**src/spr_map.svh**
```systemverilog
// Register offsets, fields, characters and timing for the serial port
`ifndef SPR_MAP_SVH
`define SPR_MAP_SVH
`define SPR_TXD_OFS 4'h0
`define SPR_RXD_OFS 4'h4
`define SPR_STAT_OFS 4'h8
`define SPR_CTRL_OFS 4'hc
`define SPR_STAT_OVR 3
`define SPR_STAT_FRM 4
`define SPR_CTRL_HOLD 0
`define SPR_XOFF 8'h13
`define SPR_XON 8'h11
`define SPR_RESP_OKAY 2'h0
`define SPR_RESP_SLVERR 2'h2
`define SPR_CLK_HZ 50000000
`define SPR_BASE_BAUD 9600
`define SPR_BASE_DIV (`SPR_CLK_HZ / `SPR_BASE_BAUD)
`define SPR_CNT_W 20
`endif

```
**src/spr_pkg.sv**
```systemverilog
// State types of the serial port
package spr_pkg;
	typedef enum logic [3:0] {
		TX_IDLE = 4'h1,
		TX_START = 4'h2,
		TX_DATA = 4'h4,
		TX_STOP = 4'h8
	} spr_tx_e;
	typedef enum logic [3:0] {
		RX_IDLE = 4'h1,
		RX_START = 4'h2,
		RX_DATA = 4'h4,
		RX_STOP = 4'h8
	} spr_rx_e;
endpackage : spr_pkg

```
**src/spr_bit_timer.sv**
```systemverilog
// Bit period timer, optional half period before the first tick
`timescale 1ns/1ps
module spr_bit_timer #(
	parameter int CW = 20
) (
	// Clock and reset
	input wire logic aclk,
	input wire logic aresetn,
	// Control
	input wire logic run,
	input wire logic half_first,
	input wire logic [CW-1:0] period,
	// Result
	output logic tick
);
	logic [CW-1:0] cnt;
	logic [CW-1:0] next_cnt;

	assign tick = run & (cnt == CW'(1));
	assign next_cnt = !run ? (half_first ? (period >> 1) : period) :
		tick ? period : cnt - CW'(1);

	always_ff @(posedge aclk) begin
		if (!aresetn)
			cnt <= '0;
		else
			cnt <= next_cnt;
	end
endmodule : spr_bit_timer

```
**src/spr_serial_port.sv**
```systemverilog
// Serial port with switch-set rate and flow control, AXI4-Lite slave
`timescale 1ns/1ps
`include "spr_map.svh"
// Overview of operation
// - The bit rate is 9600 for switch code 000, halving per step to 75.
// - The rate code is caught once after power-up and then held.
// - Flow enable switch 0 turns every kind of flow control off.
// - With flow on, kind switch 0 picks line handshake, 1 picks characters.
// - In character mode the port sends 0x13 when it cannot take more data.
// - In character mode the port sends 0x11 when it can take data again.
// - In line mode a dedicated output line tells the host we can receive.
// - Default line variant: host drives RTS in, the port drives CTS out.
// - Straps pick the line variant; the output strap also picks which line is held high outside line mode.
// - Flow enable and kind switches are caught once after power-up.
// - Other line variant: host drives DTR in, the port drives DSR out.
module spr_serial_port #(
	parameter int BASE_DIV = `SPR_BASE_DIV,
	parameter int CW = `SPR_CNT_W
) (
	// Clock and reset
	input wire logic aclk,
	input wire logic aresetn,
	// Rear switches and board straps
	input wire logic rate_code_msb,
	input wire logic rate_code_mid,
	input wire logic rate_code_lsb,
	input wire logic flow_enable_switch,
	input wire logic handshake_kind_switch,
	input wire logic handshake_input_strap,
	input wire logic handshake_output_strap,
	// Serial link
	input wire logic rxd,
	input wire logic rts_in,
	input wire logic dtr_in,
	output logic txd,
	output logic cts_out,
	output logic dsr_out,
	// AXI4-Lite write
	input wire logic [3:0] s_axi_awaddr,
	input wire logic s_axi_awvalid,
	output logic s_axi_awready,
	input wire logic [31:0] s_axi_wdata,
	input wire logic [3:0] s_axi_wstrb,
	input wire logic s_axi_wvalid,
	output logic s_axi_wready,
	output logic [1:0] s_axi_bresp,
	output logic s_axi_bvalid,
	input wire logic s_axi_bready,
	// AXI4-Lite read
	input wire logic [3:0] s_axi_araddr,
	input wire logic s_axi_arvalid,
	output logic s_axi_arready,
	output logic [31:0] s_axi_rdata,
	output logic [1:0] s_axi_rresp,
	output logic s_axi_rvalid,
	input wire logic s_axi_rready
);
	import spr_pkg::*;

	logic cfg_done, flow_en_q, kind_q, in_strap_q, out_strap_q;
	logic [2:0] rate_q;
	logic aw_got, w_got, ctrl_hold;
	logic [3:0] aw_addr, w_strb;
	logic [31:0] w_data;
	logic tx_pend, adv_ready, rx_full, overrun, frame_err;
	logic [7:0] tx_buf, tx_sh, rx_buf, rx_sh;
	logic [2:0] tx_cnt, rx_cnt;
	logic [CW-1:0] tx_gap;
	spr_tx_e tx_state;
	spr_rx_e rx_state;
	wire tx_tick;
	wire rx_tick;

	// Mode and readiness
	wire sw_mode = flow_en_q & kind_q;
	wire hw_mode = flow_en_q & ~kind_q;
	wire host_line = in_strap_q ? dtr_in : rts_in;
	wire host_ok = ~hw_mode | host_line;
	wire dev_ready = ~rx_full & ~ctrl_hold;
	wire rdy_level = ~hw_mode | dev_ready;
	wire [CW-1:0] period = CW'(BASE_DIV) << rate_q;
	wire tx_idle = tx_state == TX_IDLE;
	wire tx_run = ~tx_idle;
	wire rx_run = rx_state != RX_IDLE;
	wire need_off = sw_mode & adv_ready & ~dev_ready;
	wire need_on = sw_mode & ~adv_ready & dev_ready;
	wire load_flow = cfg_done & tx_idle & (need_off | need_on);
	wire load_data = cfg_done & tx_idle & ~need_off & ~need_on &
		tx_pend & host_ok;
	wire [7:0] flow_char = need_off ? `SPR_XOFF : `SPR_XON;
	wire stop_ok = rx_state == RX_STOP & rx_tick & rxd;
	wire stop_bad = rx_state == RX_STOP & rx_tick & ~rxd;

	// Bus decode
	wire wr_go = aw_got & w_got & ~s_axi_bvalid;
	wire wr_map = aw_addr == `SPR_TXD_OFS | aw_addr == `SPR_RXD_OFS |
		aw_addr == `SPR_STAT_OFS | aw_addr == `SPR_CTRL_OFS;
	wire wr_txd = wr_go & aw_addr == `SPR_TXD_OFS & w_strb[0];
	wire wr_stat = wr_go & aw_addr == `SPR_STAT_OFS & w_strb[0];
	wire wr_ctrl = wr_go & aw_addr == `SPR_CTRL_OFS & w_strb[0];
	wire take_txd = wr_txd & ~tx_pend;
	wire ar_hs = s_axi_arvalid & s_axi_arready;
	wire rd_map = s_axi_araddr == `SPR_TXD_OFS |
		s_axi_araddr == `SPR_RXD_OFS | s_axi_araddr == `SPR_STAT_OFS |
		s_axi_araddr == `SPR_CTRL_OFS;
	wire rd_rxd = ar_hs & s_axi_araddr == `SPR_RXD_OFS;
	wire [31:0] stat_word = {18'h0, adv_ready, out_strap_q, in_strap_q,
		kind_q, flow_en_q, rate_q, host_line, frame_err, overrun, tx_run,
		tx_pend, rx_full};
	wire [31:0] rd_word = s_axi_araddr == `SPR_RXD_OFS ? {24'h0, rx_buf} :
		s_axi_araddr == `SPR_STAT_OFS ? stat_word :
		s_axi_araddr == `SPR_CTRL_OFS ? {31'h0, ctrl_hold} : 32'h0;

	spr_bit_timer #(.CW(CW)) u_tx_timer (
		.aclk(aclk),
		.aresetn(aresetn),
		.run(tx_run),
		.half_first(1'b0),
		.period(period),
		.tick(tx_tick)
	);
	// Receiver samples mid-bit
	spr_bit_timer #(.CW(CW)) u_rx_timer (
		.aclk(aclk),
		.aresetn(aresetn),
		.run(rx_run),
		.half_first(1'b1),
		.period(period),
		.tick(rx_tick)
	);

	// Switches and straps caught once after reset release
	always_ff @(posedge aclk) begin
		if (!aresetn) begin
			cfg_done <= 1'b0;
			rate_q <= 3'h0;
			flow_en_q <= 1'b0;
			kind_q <= 1'b0;
			in_strap_q <= 1'b0;
			out_strap_q <= 1'b0;
		end else if (!cfg_done) begin
			cfg_done <= 1'b1;
			rate_q <= {rate_code_msb, rate_code_mid, rate_code_lsb};
			flow_en_q <= flow_enable_switch;
			kind_q <= handshake_kind_switch;
			in_strap_q <= handshake_input_strap;
			out_strap_q <= handshake_output_strap;
		end
	end

	// AXI4-Lite write channel
	always_ff @(posedge aclk) begin
		if (!aresetn) begin
			s_axi_awready <= 1'b0;
			s_axi_wready <= 1'b0;
			s_axi_bvalid <= 1'b0;
			s_axi_bresp <= `SPR_RESP_OKAY;
			aw_got <= 1'b0;
			w_got <= 1'b0;
			aw_addr <= 4'h0;
			w_data <= 32'h0;
			w_strb <= 4'h0;
		end else begin
			s_axi_awready <= s_axi_awvalid & ~s_axi_awready & ~aw_got &
				~s_axi_bvalid;
			s_axi_wready <= s_axi_wvalid & ~s_axi_wready & ~w_got &
				~s_axi_bvalid;
			if (s_axi_awvalid & s_axi_awready) begin
				aw_got <= 1'b1;
				aw_addr <= s_axi_awaddr;
			end else if (wr_go)
				aw_got <= 1'b0;
			if (s_axi_wvalid & s_axi_wready) begin
				w_got <= 1'b1;
				w_data <= s_axi_wdata;
				w_strb <= s_axi_wstrb;
			end else if (wr_go)
				w_got <= 1'b0;
			if (wr_go) begin
				s_axi_bvalid <= 1'b1;
				s_axi_bresp <= wr_map ? `SPR_RESP_OKAY : `SPR_RESP_SLVERR;
			end else if (s_axi_bready)
				s_axi_bvalid <= 1'b0;
		end
	end

	// AXI4-Lite read channel
	always_ff @(posedge aclk) begin
		if (!aresetn) begin
			s_axi_arready <= 1'b0;
			s_axi_rvalid <= 1'b0;
			s_axi_rdata <= 32'h0;
			s_axi_rresp <= `SPR_RESP_OKAY;
		end else begin
			s_axi_arready <= s_axi_arvalid & ~s_axi_arready & ~s_axi_rvalid;
			if (ar_hs) begin
				s_axi_rvalid <= 1'b1;
				s_axi_rdata <= rd_word;
				s_axi_rresp <= rd_map ? `SPR_RESP_OKAY : `SPR_RESP_SLVERR;
			end else if (s_axi_rready)
				s_axi_rvalid <= 1'b0;
		end
	end

	// Buffers, flags and handshake lines
	always_ff @(posedge aclk) begin
		if (!aresetn) begin
			ctrl_hold <= 1'b0;
			tx_buf <= 8'h0;
			tx_pend <= 1'b0;
			rx_buf <= 8'h0;
			rx_full <= 1'b0;
			overrun <= 1'b0;
			frame_err <= 1'b0;
			adv_ready <= 1'b1;
			cts_out <= 1'b0;
			dsr_out <= 1'b0;
		end else begin
			if (wr_ctrl)
				ctrl_hold <= w_data[`SPR_CTRL_HOLD];
			if (take_txd)
				tx_buf <= w_data[7:0];
			tx_pend <= take_txd | (tx_pend & ~load_data);
			if (stop_ok & ~rx_full)
				rx_buf <= rx_sh;
			rx_full <= stop_ok | (rx_full & ~rd_rxd);
			overrun <= (stop_ok & rx_full) |
				(overrun & ~(wr_stat & w_data[`SPR_STAT_OVR]));
			frame_err <= stop_bad |
				(frame_err & ~(wr_stat & w_data[`SPR_STAT_FRM]));
			if (load_flow)
				adv_ready <= ~need_off;
			cts_out <= ~out_strap_q & rdy_level;
			dsr_out <= out_strap_q & rdy_level;
		end
	end

	// Transmitter
	always_ff @(posedge aclk) begin
		if (!aresetn) begin
			tx_state <= TX_IDLE;
			tx_sh <= 8'h0;
			tx_cnt <= 3'h0;
			txd <= 1'b1;
		end else begin
			case (tx_state)
			TX_IDLE: if (load_flow | load_data) begin
				tx_state <= TX_START;
				tx_sh <= load_flow ? flow_char : tx_buf;
				txd <= 1'b0;
			end
			TX_START: if (tx_tick) begin
				tx_state <= TX_DATA;
				txd <= tx_sh[0];
				tx_sh <= {1'b0, tx_sh[7:1]};
				tx_cnt <= 3'h0;
			end
			TX_DATA: if (tx_tick) begin
				if (tx_cnt == 3'h7) begin
					tx_state <= TX_STOP;
					txd <= 1'b1;
				end else begin
					txd <= tx_sh[0];
					tx_sh <= {1'b0, tx_sh[7:1]};
					tx_cnt <= tx_cnt + 3'h1;
				end
			end
			TX_STOP: if (tx_tick) begin
				tx_state <= TX_IDLE;
			end
			default: tx_state <= TX_IDLE;
			endcase
		end
	end

	// Receiver
	always_ff @(posedge aclk) begin
		if (!aresetn) begin
			rx_state <= RX_IDLE;
			rx_sh <= 8'h0;
			rx_cnt <= 3'h0;
		end else begin
			case (rx_state)
			RX_IDLE: if (!rxd) begin
				rx_state <= RX_START;
			end
			RX_START: if (rx_tick) begin
				rx_state <= rxd ? RX_IDLE : RX_DATA;
				rx_cnt <= 3'h0;
			end
			RX_DATA: if (rx_tick) begin
				rx_sh <= {rxd, rx_sh[7:1]};
				rx_cnt <= rx_cnt + 3'h1;
				if (rx_cnt == 3'h7)
					rx_state <= RX_STOP;
			end
			RX_STOP: if (rx_tick) begin
				rx_state <= RX_IDLE;
			end
			default: rx_state <= RX_IDLE;
			endcase
		end
	end

	always_ff @(posedge aclk) begin
		if (!aresetn)
			tx_gap <= CW'(1);
		else if (!tx_run | tx_tick)
			tx_gap <= CW'(1);
		else
			tx_gap <= tx_gap + CW'(1);
	end
endmodule : spr_serial_port

```
**config.mk**
```make
export PLATFORM = sky130hd
export DESIGN_NAME = spr_serial_port
export DESIGN_NICKNAME = d
export VERILOG_FILES = /design/src/spr_pkg.sv /design/src/spr_bit_timer.sv /design/src/spr_serial_port.sv
export VERILOG_INCLUDE_DIRS = /design/src
export SDC_FILE = /design/constraint.sdc
export NUM_CORES = 1
export LEC_CHECK = 0
export ABC_AREA = 1
export BUFFER_PORTS_ARGS = -buffer_cell sky130_fd_sc_hd__buf_2
export CAP_MARGIN = 20
export CORE_ASPECT_RATIO = 2
export CORE_MARGIN = 2
export CORE_UTILIZATION = 40
export CTS_BUF_LIST = sky130_fd_sc_hd__clkbuf_16
export DETAILED_ROUTE_END_ITERATION = 8
export PLACE_DENSITY_LB_ADDON = 0.3
export SLEW_MARGIN = 25
export SYNTH_ARGS = -nofsm -noshare
export SYNTH_HDL_FRONTEND = slang
export SYNTH_HIERARCHICAL = 1
export SYNTH_SLANG_ARGS = --single-unit
```
**constraint.sdc**
```tcl
create_clock -name aclk -period 4.5 [get_ports aclk]
set_clock_uncertainty 0.15 [all_clocks]
set_input_delay 0.45 -clock aclk [delete_from_list [all_inputs] [get_ports aclk]]
set_output_delay 0.45 -clock aclk [all_outputs]
set_load 0.05 [all_outputs]
```
==> impl_metrics.ini <==
[drt]
finalWirelength_um = 20600
drtPass1Iterations = 5
viasPerCell = 4.99
postRouteAntennaNets = 0
vias = 7528
wl_per_cell_um = 13.7
drc = 0
drt_iter0_markers = 371

[clock_network]
postCtsSetupBuffers = 0
h-tree-depth = 4
clock_latency_ns = 0.42
root_buffer = clkbuf_16
cts_hold_buf = 0
numClockSinks = 139
path_clk_slew_ns = 0.06
cts_tree = yes
cts_resized = 0
cts_buffers = 17
clock_path_buffers = 2

[sta]
setup_viol = 0
fmax_ghz = 0.379
post-route-period-util_pct = 58.6
finalMaxSlewViolations = 0
tns_ns = 0
hold_violations = 0
tightest_slew_ns = 0.856
layout_setup_ws_ns = 1.86
max-slew-margin-rel_pct = 42.6
rsz0062_at_grt = no
layout_min_cycle_time_ns = 2.64

[cells_and_area]
fin_nets = 1310
drive_gt1_share_pct = 13.4
n_antenna_cell = 0
fillers = 2007
synthToLayoutAreaGrowth_pct = 12.6
post-route-util_pct = 45.9

[synthesis]
synth-seq-area-share_pct = 35.3
async_flop_share_pct = 0
ys.flop_type = dfxtp_1
synth_largest_area_cell = dfxtp_1
syn_area_um2 = 7890
syn_inst = 1184
syn_avg_cell_area_um2 = 6.67
ys_types = 41
synthTopCellsByCount = nand2_1, nor2_1, dfxtp_1
synth_edf_count = 0
synth_top_area_share_pct = 35.3
synth.most_common_cell = nand2_1
synth.ff_latch_count = 139
ys_top_cells_by_area = dfxtp_1, nand2_1, nor2_1
yosysWarnings = 6

[global_routing]
grtUsageMet3_pct = 3.51
grt_pass1_wl_um = 34000
antenna_found_initial = 0
grt_use_total_pct = 20.7
overflow = 0
grt_max_degree = 48
first_global_vias = 7179
busiest_layer = met2
grtUsageMet2_pct = 38.5
use_met1_pct = 20.4

[setup_path]
rr_startpoint = rx_state[2]
reg2reg_depth = 13
path_max_fanout = 22
worst_path_max_delay_cell = dfxtp_1
startpoint_type = register
r2r_end = rx_buf[2]
arrival_ns = 2.85
worst_path_most_repeated_cell = inv_1
crit_required_ns = 4.71
max_stage_delay_ns = 0.33
reg2reg_setup_slack_ns = 1.86
path_cells = nor2_1 -> inv_1 -> nor3_1 -> inv_1 -> nand3_1 -> nor2_1 -> nand3_2 -> clkinv_4 -> nand3_1 -> nor2_2 -> inv_1 -> o21ai_1 -> a21oi_1
crit_type = register to register
crit_path_end_kind = register

[die]
core-area_um2 = 19400
die-width_um = 103
rows = 72
fp.dieH_um = 203
initial_utilization_pct = 40.8
io_pins = 105
dieArea_um2 = 20900

[pwr]
p_per_area_nw_per_um2 = 602
peakVddDrop_uv = 319
cellLeakagePower_nw = 4.06

[min_path]
min_from = s_axi_awvalid
hold_path.class = input pin to register
hold_depth = 3
holdPathEnd = s_axi_awready

[placed_design]
post-dp-hpwl_um = 15400
place.gp.congestion = 0.820
dp_slack_ns = 1.86
io_buffers = 57

[status]
status = completed

[job]
drv_cap = 0
==> sequential cells by signal, summed over array words and instances, names as in the netlist, 8 cells and up <==
name and flops:
rx_buf 8, s_axi_rdata 14, w_data 8, tx_buf 8, u_rx_timer/cnt 20, tx_sh 8, u_tx_timer/cnt 20, rx_sh 8
==> layout by cell type (no fill, tap or decap), drive strengths merged <==
| master | synthesis | final |
|---|---|---|
| nand2 | 244 | 244 |
| nor2 | 203 | 203 |
| dfxtp | 139 | 139 |
| inv | 124 | 127 |
| a21oi | 114 | 114 |
| nand3 | 111 | 111 |
| o21ai | 107 | 107 |
| buf | 42 | 62 |
| conb | 2 | 38 |
| clkbuf | 22 | 17 |
| ha | 12 | 12 |
| clkinv | 7 | 11 |
| nand3b | 10 | 10 |
| nand4 | 10 | 10 |
| nor3 | 7 | 7 |
| a31oi | 7 | 7 |
| o211ai | 7 | 7 |
| xor2 | 6 | 6 |
| clkinvlp | 0 | 4 |
| bufinv | 0 | 4 |
| nor4 | 3 | 3 |
| or2 | 2 | 2 |
| xnor2 | 2 | 2 |
| a22oi | 1 | 1 |
| o22ai | 1 | 1 |
| o311ai | 1 | 1 |
==> cell families after synthesis <==
| group | count (synthesis) | synth area share (%) |
|---|---|---|
| compound gates | 238 | 16.3 |
| xor+xnor | 8 | 0.888 |
| fa+ha+maj | 12 | 1.90 |
| buf+inv | 195 | 11.5 |
| flops | 139 | 35.3 |
| other cells | 2 | 0.0951 |
| simple gates | 590 | 34.0 |
==> critical path, delay by kind of cell (launching register included) <==
kind	cells	cell delay [ns]
compound gates	2	0.20
buf+inv	4	0.68
flops	1	0.33
simple gates	7	1.20
==> per-layer routing <==
metal	part of all wire (%)	routed length, um
met3	4.3	878
met2	55	11200
met1	36	7370
met4	5.4	1120
met5	0	0
==> power breakdown <==
group	switching, mW	internal, mW	total (mW)
Clock	0.566	0.927	1.49
Sequential	0.193	1.44	1.63
Combinational	1.48	0.746	2.23
Total	2.24	3.11	5.36
==> per-stage QoR <==
stage	instance area [um^2]	hold slack [ns]	instances	power [mW]
6_report	8890	0.103	1509	5.36
5_1_grt	8890	0.103	1509	5.77
4_1_cts	8890	0.0976	1509	5.38
3_5_place_dp	8270	0.288	1477	3.87
3_3_place_gp	8270	0.274	1477	3.83
2_1_floorplan	8030	0.263	1220	3.47
==> worst max-delay path by stage <==
stage,startpoint,end,slack (ns),cells after the start
final,rx_state[2],rx_buf[2],1.86,13
after global routing,rx_state[2],rx_buf[0],1.58,13
after CTS,rx_state[2],rx_buf[2],1.84,13
after detailed placement,rx_state[2],rx_buf[2],1.86,13
after global placement,rx_state[2],rx_buf[2],1.86,13
after floorplan,rx_state[2],rx_sh[0],2.44,14
==> layout make-up <==
cell class	instances	area (um^2)	share of cell area, %
clock buffer	17	425	4.78
clock inverter	15	199	2.24
inverter	131	502	5.64
multi-input combinational	886	4340	48.8
sequential	139	2780	31.3
tap	259	324	3.64
timing repair buffer	62	323	3.63
No activity file was read; power rests on OpenSTA's default activity.
